`src/core/rxf_params.svh`:
```
`ifndef RXF_PARAMS_SVH
`define RXF_PARAMS_SVH

// register indices (word offsets) and reset values
`define RX_FILTER_CONFIG_IDX        12'h134
`define RX_FILTER_STATUS_IDX     12'h135
`define RXF_IRQ_MASK_IDX   12'h136
`define RXF_IRQ_STAT_IDX   12'h137
`define RX_FILTER_CONFIG_RST        16'h1000
`define RX_FILTER_STATUS_RST     16'h0000
`define RXF_IRQ_MASK_RST   16'h0000

// config field positions
`define CFG_MAGIC_BIT      0
`define CFG_PATTERN_BIT    1
`define CFG_BCAST_BIT      2
`define CFG_UCAST_BIT      4
`define CFG_FEATURE_BIT    7
`define CFG_STYLE_BIT      8
`define CFG_LEN_LO         9
`define CFG_LEN_HI         10
`define CFG_CLEAR_BIT      11

// status field positions
`define ST_MAGIC_BIT       0
`define ST_PATTERN_BIT     1
`define ST_BCAST_BIT       2
`define ST_UCAST_BIT       4
`define ST_CRC_BIT         6
`define ST_SFD_BIT         7

// wake pulse lengths in clock cycles
`define WAKE_LEN_0         7'd8
`define WAKE_LEN_1         7'd16
`define WAKE_LEN_2         7'd32
`define WAKE_LEN_3         7'd64

// axi responses
`define AXI_RESP_OKAY      2'h0
`define AXI_RESP_SLVERR    2'h2

`endif

```
`src/core/rxf_pkg.sv`:
```
package rxf_pkg;

  typedef struct packed {
    logic unicast;
    logic broadcast;
    logic pattern;
    logic magic;
    logic bad_crc;
    logic delimiter_error;
  } rx_event_s;

  typedef enum logic [2:0] {
    WK_IDLE  = 3'b001,
    WK_PULSE = 3'b010,
    WK_LEVEL = 3'b100
  } wake_state_e;

endpackage

```
`src/core/wake_on_lan_rx_filter.sv`:
```
// Chosen here: register access over AXI4-Lite.
`timescale 1ns/1ps
`default_nettype none
`include "rxf_params.svh"

module wake_on_lan_rx_filter (
  input  wire logic              aclk,
  input  wire logic              aresetn,
  input  wire logic              clk_en,
  input  wire rxf_pkg::rx_event_s rx_event,
  input  wire logic [31:0]       s_axi_awaddr,
  input  wire logic              s_axi_awvalid,
  output logic                   s_axi_awready,
  input  wire logic [31:0]       s_axi_wdata,
  input  wire logic [3:0]        s_axi_wstrb,
  input  wire logic              s_axi_wvalid,
  output logic                   s_axi_wready,
  output logic [1:0]             s_axi_bresp,
  output logic                   s_axi_bvalid,
  input  wire logic              s_axi_bready,
  input  wire logic [31:0]       s_axi_araddr,
  input  wire logic              s_axi_arvalid,
  output logic                   s_axi_arready,
  output logic [31:0]            s_axi_rdata,
  output logic [1:0]             s_axi_rresp,
  output logic                   s_axi_rvalid,
  input  wire logic              s_axi_rready,
  output logic                   wake_out,
  output logic                   irq
);
  import rxf_pkg::*;

  localparam logic [13:0] CFG_ADDR  = {`RX_FILTER_CONFIG_IDX, 2'b00};
  localparam logic [13:0] STAT_ADDR = {`RX_FILTER_STATUS_IDX, 2'b00};
  localparam logic [13:0] MASK_ADDR = {`RXF_IRQ_MASK_IDX, 2'b00};
  localparam logic [13:0] IRQS_ADDR = {`RXF_IRQ_STAT_IDX, 2'b00};
  localparam logic [15:0] CFG_WMASK = 16'hF7F7;
  localparam logic [15:0] EVT_MASK  = 16'h00D7;
  localparam logic [15:0] WAKE_MASK = 16'h0017;

  logic [15:0] cfg_r;
  logic [15:0] status_r;
  logic [15:0] status_nxt;
  logic [15:0] irq_stat_r;
  logic [15:0] irq_mask_r;
  logic [15:0] evt_vec;
  logic [15:0] wake_hits;

  logic        aw_held_r;
  logic [13:0] aw_addr_r;
  logic        w_held_r;
  logic [31:0] w_data_r;
  logic [3:0]  w_strb_r;
  logic        bvalid_r;
  logic [1:0]  bresp_r;
  logic        rvalid_r;
  logic [31:0] rdata_r;
  logic [1:0]  rresp_r;

  logic        do_write;
  logic        do_read;
  logic        status_read;
  logic        clear_write;

  function automatic logic mapped(input logic [31:0] addr);
    mapped = (addr[31:14] == 18'h00000) &&
             (addr[13:0] == CFG_ADDR  || addr[13:0] == STAT_ADDR ||
              addr[13:0] == MASK_ADDR || addr[13:0] == IRQS_ADDR);
  endfunction

  function automatic logic [15:0] merge16(input logic [15:0] old,
                                          input logic [31:0] data,
                                          input logic [3:0]  strb);
    merge16[7:0]  = strb[0] ? data[7:0]  : old[7:0];
    merge16[15:8] = strb[1] ? data[15:8] : old[15:8];
  endfunction

  // event vector in status layout
  always_comb begin
    evt_vec                  = 16'h0000;
    evt_vec[`ST_MAGIC_BIT]   = rx_event.magic;
    evt_vec[`ST_PATTERN_BIT] = rx_event.pattern;
    evt_vec[`ST_BCAST_BIT]   = rx_event.broadcast;
    evt_vec[`ST_UCAST_BIT]   = rx_event.unicast;
    evt_vec[`ST_CRC_BIT]     = rx_event.bad_crc;
    evt_vec[`ST_SFD_BIT]     = rx_event.delimiter_error;
  end

  // matches that are both seen and enabled
  assign wake_hits = evt_vec & cfg_r & WAKE_MASK;

  // ---------------- axi write channel ----------------
  assign s_axi_awready = !aw_held_r && !bvalid_r;
  assign s_axi_wready  = !w_held_r && !bvalid_r;
  assign s_axi_bvalid  = bvalid_r;
  assign s_axi_bresp   = bresp_r;
  assign do_write      = clk_en && aw_held_r && w_held_r && !bvalid_r;

  always_ff @(posedge aclk) begin
    if (!aresetn) begin
      aw_held_r <= 1'b0;
      aw_addr_r <= 14'h0000;
    end else if (clk_en) begin
      if (s_axi_awvalid && s_axi_awready) begin
        aw_held_r <= 1'b1;
        aw_addr_r <= mapped(s_axi_awaddr) ? s_axi_awaddr[13:0] : 14'h3FFF;
      end else if (do_write) begin
        aw_held_r <= 1'b0;
      end
    end
  end

  always_ff @(posedge aclk) begin
    if (!aresetn) begin
      w_held_r <= 1'b0;
      w_data_r <= 32'h00000000;
      w_strb_r <= 4'h0;
    end else if (clk_en) begin
      if (s_axi_wvalid && s_axi_wready) begin
        w_held_r <= 1'b1;
        w_data_r <= s_axi_wdata;
        w_strb_r <= s_axi_wstrb;
      end else if (do_write) begin
        w_held_r <= 1'b0;
      end
    end
  end

  always_ff @(posedge aclk) begin
    if (!aresetn) begin
      bvalid_r <= 1'b0;
      bresp_r  <= `AXI_RESP_OKAY;
    end else if (clk_en) begin
      if (do_write) begin
        bvalid_r <= 1'b1;
        bresp_r  <= (aw_addr_r == 14'h3FFF) ? `AXI_RESP_SLVERR
                                            : `AXI_RESP_OKAY;
      end else if (s_axi_bready) begin
        bvalid_r <= 1'b0;
      end
    end
  end

  // a write touching byte 1 of the config word with bit 11 set hits the clear bit
  assign clear_write = do_write && aw_addr_r == CFG_ADDR && w_strb_r[1] &&
                       w_data_r[`CFG_CLEAR_BIT];

  // config register; clear bit is self-clearing
  always_ff @(posedge aclk) begin
    if (!aresetn) begin
      cfg_r <= `RX_FILTER_CONFIG_RST;
    end else if (clk_en) begin
      if (do_write && aw_addr_r == CFG_ADDR) begin
        cfg_r <= merge16(cfg_r, w_data_r, w_strb_r) & CFG_WMASK;
      end
    end
  end

  always_ff @(posedge aclk) begin
    if (!aresetn) begin
      irq_mask_r <= `RXF_IRQ_MASK_RST;
    end else if (clk_en) begin
      if (do_write && aw_addr_r == MASK_ADDR) begin
        irq_mask_r <= merge16(irq_mask_r, w_data_r, w_strb_r) & WAKE_MASK;
      end
    end
  end

  // interrupt status: sticky, write one to clear, set wins
  always_ff @(posedge aclk) begin
    if (!aresetn) begin
      irq_stat_r <= 16'h0000;
    end else if (clk_en) begin
      if (do_write && aw_addr_r == IRQS_ADDR) begin
        irq_stat_r <= (irq_stat_r & ~merge16(16'h0000, w_data_r, w_strb_r))
                      | wake_hits;
      end else begin
        irq_stat_r <= irq_stat_r | wake_hits;
      end
    end
  end

  assign irq = |(irq_stat_r & irq_mask_r);

  // ---------------- axi read channel ----------------
  assign s_axi_arready = !rvalid_r;
  assign s_axi_rvalid  = rvalid_r;
  assign s_axi_rdata   = rdata_r;
  assign s_axi_rresp   = rresp_r;
  assign do_read       = clk_en && s_axi_arvalid && !rvalid_r;
  assign status_read   = do_read && s_axi_araddr[31:14] == 18'h00000 &&
                         s_axi_araddr[13:0] == STAT_ADDR;

  always_ff @(posedge aclk) begin
    if (!aresetn) begin
      rvalid_r <= 1'b0;
      rdata_r  <= 32'h00000000;
      rresp_r  <= `AXI_RESP_OKAY;
    end else if (clk_en) begin
      if (do_read) begin
        rvalid_r <= 1'b1;
        rresp_r  <= mapped(s_axi_araddr) ? `AXI_RESP_OKAY
                                         : `AXI_RESP_SLVERR;
        case (s_axi_araddr[13:0])
          CFG_ADDR:  rdata_r <= {16'h0000, cfg_r};
          STAT_ADDR: rdata_r <= {16'h0000, status_r};
          MASK_ADDR: rdata_r <= {16'h0000, irq_mask_r};
          IRQS_ADDR: rdata_r <= {16'h0000, irq_stat_r};
          default:   rdata_r <= 32'h00000000;
        endcase
        if (!mapped(s_axi_araddr)) begin
          rdata_r <= 32'h00000000;
        end
      end else if (s_axi_rready) begin
        rvalid_r <= 1'b0;
      end
    end
  end

  // status flags: set on every event, read clears, set wins
  always_comb begin
    status_nxt = status_read ? 16'h0000 : status_r;
    status_nxt = (status_nxt | evt_vec) & EVT_MASK;
  end

  always_ff @(posedge aclk) begin
    if (!aresetn) begin
      status_r <= `RX_FILTER_STATUS_RST;
    end else if (clk_en) begin
      status_r <= status_nxt;
    end
  end

  // ---------------- wake output ----------------
  wake_output_gen u_wake (
    .aclk        (aclk),
    .aresetn     (aresetn),
    .clk_en      (clk_en),
    .trigger     (|wake_hits),
    .level_style (cfg_r[`CFG_STYLE_BIT]),
    .pulse_len   (cfg_r[`CFG_LEN_HI:`CFG_LEN_LO]),
    .level_clear (clear_write),
    .wake_out    (wake_out)
  );

endmodule
`default_nettype wire

```
`src/core/wake_output_gen.sv`:
```
`timescale 1ns/1ps
`default_nettype none
`include "rxf_params.svh"

module wake_output_gen (
  input  wire logic       aclk,
  input  wire logic       aresetn,
  input  wire logic       clk_en,
  input  wire logic       trigger,
  input  wire logic       level_style,
  input  wire logic [1:0] pulse_len,
  input  wire logic       level_clear,
  output logic            wake_out
);
  import rxf_pkg::*;

  wake_state_e state_r;
  logic [6:0]  count_r;

  function automatic logic [6:0] len_cycles(input logic [1:0] code);
    case (code)
      2'h0:    len_cycles = `WAKE_LEN_0;
      2'h1:    len_cycles = `WAKE_LEN_1;
      2'h2:    len_cycles = `WAKE_LEN_2;
      default: len_cycles = `WAKE_LEN_3;
    endcase
  endfunction

  always_ff @(posedge aclk) begin
    if (!aresetn) begin
      state_r <= WK_IDLE;
      count_r <= 7'h00;
    end else if (clk_en) begin
      case (state_r)
        WK_IDLE: begin
          if (trigger && level_style) begin
            state_r <= WK_LEVEL;
          end else if (trigger) begin
            state_r <= WK_PULSE;
            count_r <= len_cycles(pulse_len) - 7'h01;
          end
        end
        WK_PULSE: begin
          if (count_r == 7'h00) begin
            state_r <= WK_IDLE;
          end else begin
            count_r <= count_r - 7'h01;
          end
        end
        WK_LEVEL: begin
          if (level_clear) begin
            state_r <= WK_IDLE;
          end
        end
        default: state_r <= WK_IDLE;
      endcase
    end
  end

  assign wake_out = (state_r != WK_IDLE);

endmodule
`default_nettype wire

```
`config.mk`:
```
export PLATFORM = sky130hd
export DESIGN_NAME = wake_on_lan_rx_filter
export DESIGN_NICKNAME = d
export VERILOG_FILES = /design/src/core/rxf_pkg.sv /design/src/core/wake_on_lan_rx_filter.sv /design/src/core/wake_output_gen.sv
export VERILOG_INCLUDE_DIRS = /design/src /design/src/core
export SDC_FILE = /design/constraint.sdc
export NUM_CORES = 1
export LEC_CHECK = 0
export ABC_AREA = 1
export BUFFER_PORTS_ARGS = -buffer_cell sky130_fd_sc_hd__buf_2
export CORE_UTILIZATION = 47
export CTS_CLUSTER_DIAMETER = 60
export DETAILED_ROUTE_END_ITERATION = 8
export PLACE_DENSITY = 0.82
export SLEW_MARGIN = 10
export SYNTH_ARGS = -nofsm -noshare
export SYNTH_HDL_FRONTEND = slang
export SYNTH_HIERARCHICAL = 1
export SYNTH_SLANG_ARGS = --single-unit
```
`constraint.sdc`:
```
create_clock -name aclk -period 2 [get_ports aclk]
set_input_delay 0.4 -clock aclk [delete_from_list [all_inputs] [get_ports aclk]]
set_output_delay 0.4 -clock aclk [all_outputs]
set_load 0.01 [all_outputs]
```
==> flow_metrics.tcl <==
set metrics [dict create \
    synth_edf_count 0 \
    fill_cells 1005 \
    cts_tree "done" \
    async_reset_ff_frac 0 \
    port_buffers 120 \
    synth_seq_cells 104 \
    setup_tns_ns 0 \
    viasPerCell 4.97 \
    ctsRootBufferMaster "clkbuf_8" \
    syn_area_um2 5160 \
    setup_viol_count_final 0 \
    cp_slowest_cell "dfxtp_1" \
    clk_pin_slew_ns 0.10 \
    rows 37 \
    holdCritPathClass "input port to flip-flop" \
    critPathMaxFanout 5 \
    slowest_delay_ns 0.38 \
    die_h_um 107 \
    finalClockSkew_ns 0.0140 \
    synth_top_area_frac 0.404 \
    multi_input_area_um2 2550 \
    crit_path_end_kind "flip-flop" \
    synth_cell_type_count 38 \
    switching_share 0.338 \
    setup_ws_ns 0.243 \
    timing.final.crit_share 0.879 \
    combPwrFrac 0.219 \
    clock_power_share 0.277 \
    ir_worst_vdd_uv 565 \
    timing.fmax_mhz 569 \
    maxCapViolCount 0 \
    period_minus_slack_ns 1.76 \
    yosysSeqAreaShare 0.404 \
    gp_congestion 0.888 \
    startpoint_type "flip-flop" \
    r2r_slack_ns 0.24 \
    yosysTopAreaCell "dfxtp_1" \
    power_uw 4670 \
    via_count 4956 \
    grt_max_degree 44 \
    post_drt_wl_per_cell_um 11.8 \
    initial_utilization 0.493 \
    cts_buffer_depth 2 \
    htreeDepth 3 \
    clock_latency_ns 0.38 \
    ant_nets 0 \
    totalWireLength_um 11800 \
    grt_antenna_before_repair 0 \
    grt_pass1_wl_um 19700 \
    cp_cell_sequence "nand4_1, nor2_8, nand3_4, nor4_1, nor2_1, nand3_1, nand3_1, nor2_4, o21ai_1, o21ai_0, nor2_1" \
    core-area_um2 10500 \
    grt_pass1_vias 4495 \
    syn_inst 732 \
    diodes 0 \
    die_width_um 107 \
    holdWs_ns 0.257 \
    power.switching_uw 1580 \
    place_hpwl_um 8820 \
    ioPinCount 157 \
    slew_viol_final 0 \
    critPathRequiredTime_ns 2.27 \
    synth_area_leaders "dfxtp_1, nand2_1, nor2_1" \
    synthFlopType "dfxtp_1" \
    area_growth_pct 17.7 \
    final_cells 998 \
    overflow 0 \
    first_pass_iters 5 \
    grt_use_total 0.212 \
    clock-sinks 104 \
    cts_setup_buffers 0 \
    crit_start "aw_addr_r[6]$_SDFFE_PN0P_" \
    rsz0062_at_grt "false" \
    cp.arrival_ns 2.03 \
    r2r_start "aw_addr_r[6]$_SDFFE_PN0P_" \
    seqPwrFrac 0.504 \
    outcome "completed" \
    yosysMostFrequentCell "nand2_1" \
    dp_worst_setup_slack_ns 0.123 \
    ys_warn_count 6 \
    internal-power_uw 3090 \
    drt-initial-drc-count 204 \
    drcViolationCount 0 \
    p_per_area_nw_per_um2 769 \
    worstHoldStart "s_axi_awaddr[3]" \
    synth_commonest_cells "nand2_1, nor2_1, dfxtp_1" \
    drive_above_1_share 0.232 \
    leakage_uw 0.00285 \
    die-area_um2 11400 \
    final_nets 972 \
    synth_area_per_cell_um2 7.05 \
    final_hold_viol_count 0 \
    path_class "flip-flop to flip-flop" \
    numCtsBuffers 9 \
    seqCellArea_um2 2080 \
    place_inst 982 \
]
==> power groups by stage <==
| stage | logic [µW] | clock network (µW) | registers, µW |
|---|---|---|---|
| 3_5_place_dp | 1000 | 0 | 2400 |
| 4_1_cts | 1010 | 1320 | 2350 |
| 3_3_place_gp | 988 | 0 | 2390 |
| 2_1_floorplan | 730 | 0 | 2380 |
| 6_report | 1020 | 1300 | 2350 |
| 5_1_grt | 1150 | 1400 | 2370 |
==> layer usage <==
layer	wire (µm)	up-vias	GRT usage
met5	0	-	0
met4	94	0	0.0489
met3	825	7	0.0395
met2	5460	191	0.363
met1	5380	2166	0.275
li1	-	2592	-
==> flip-flops by register name, summed over array words and instances (netlist names), 2 cells and up <==
name,count
status_r,6
irq_stat_r,16
u_wake/state_r,3
w_data_r,16
s_axi_rdata,16
u_wake/count_r,7
irq_mask_r,4
cfg_r,14
aw_addr_r,14
w_strb_r,2
==> per-stage QoR <==
stage / utilization / area (µm²)
3_5_place_dp: 0.561 / 5870
5_1_grt: 0.580 / 6070
6_report: 0.580 / 6070
2_1_floorplan: - / 5220
3_3_place_gp: 0.561 / 5870
4_1_cts: 0.580 / 6070
==> timing repair <==
action	CTS	global route
endpoints found under the setup margin	0	1
hold buffers	0	0
resized for setup	0	1
endpoints found under the hold margin	0	0
==> cell families after synthesis <==
kind of cell | share of synthesized area
and+or+nand+nor | 0.366
buffers and inverters | 0.116
AOI/OAI and AO/OA | 0.110
DFF | 0.404
xor gates and xnor gates | 0.00170
adders and majority gates | 0.00243
other | 0.000727
==> critical path, delay by kind of cell (launching register included) <==
| kind | cells | cell delay (ns) |
|---|---|---|
| compound gates | 2 | 0.14 |
| flops | 1 | 0.38 |
| simple gates | 9 | 1.13 |
==> final timing paths <==
check / to / cells past startpoint
max: u_wake/state_r[1]$_SDFFE_PN0P_ / 11
min: aw_addr_r[3]$_SDFFE_PN0P_ / 3
max reg2reg: u_wake/state_r[1]$_SDFFE_PN0P_ / 11
min reg2reg: cfg_r[6]$_SDFFE_PN0P_ / 2
==> cells in the final DEF, fill, tap and decap left out, types with 3 or more instances in the layout <==
cell type and count:
a211oi_1 6, a21oi_1 43, buf_2 120, buf_4 21, clkbuf_8 9, clkinv_4 3, conb_1 18, dfxtp_1 104
inv_1 74, inv_2 4, inv_8 3, nand2_1 145, nand2_2 3, nand2_4 4, nand3_1 52, nand3_2 3
nand3_4 4, nand3b_1 6, nand4_1 29, nor2_1 109, nor2_2 7, nor2_4 6, nor3_1 8, nor4_1 5
o21ai_0 54
==> area by class of cell <==
class	count	share of cell area
Inverter	83	0.0530
Multi-Input combinational cell	518	0.420
Clock buffer	9	0.0204
Sequential cell	104	0.343
Timing Repair Buffer	141	0.125
Tap cell	136	0.0280
Clock inverter	7	0.0113
(Power assumes the default switching activity.)
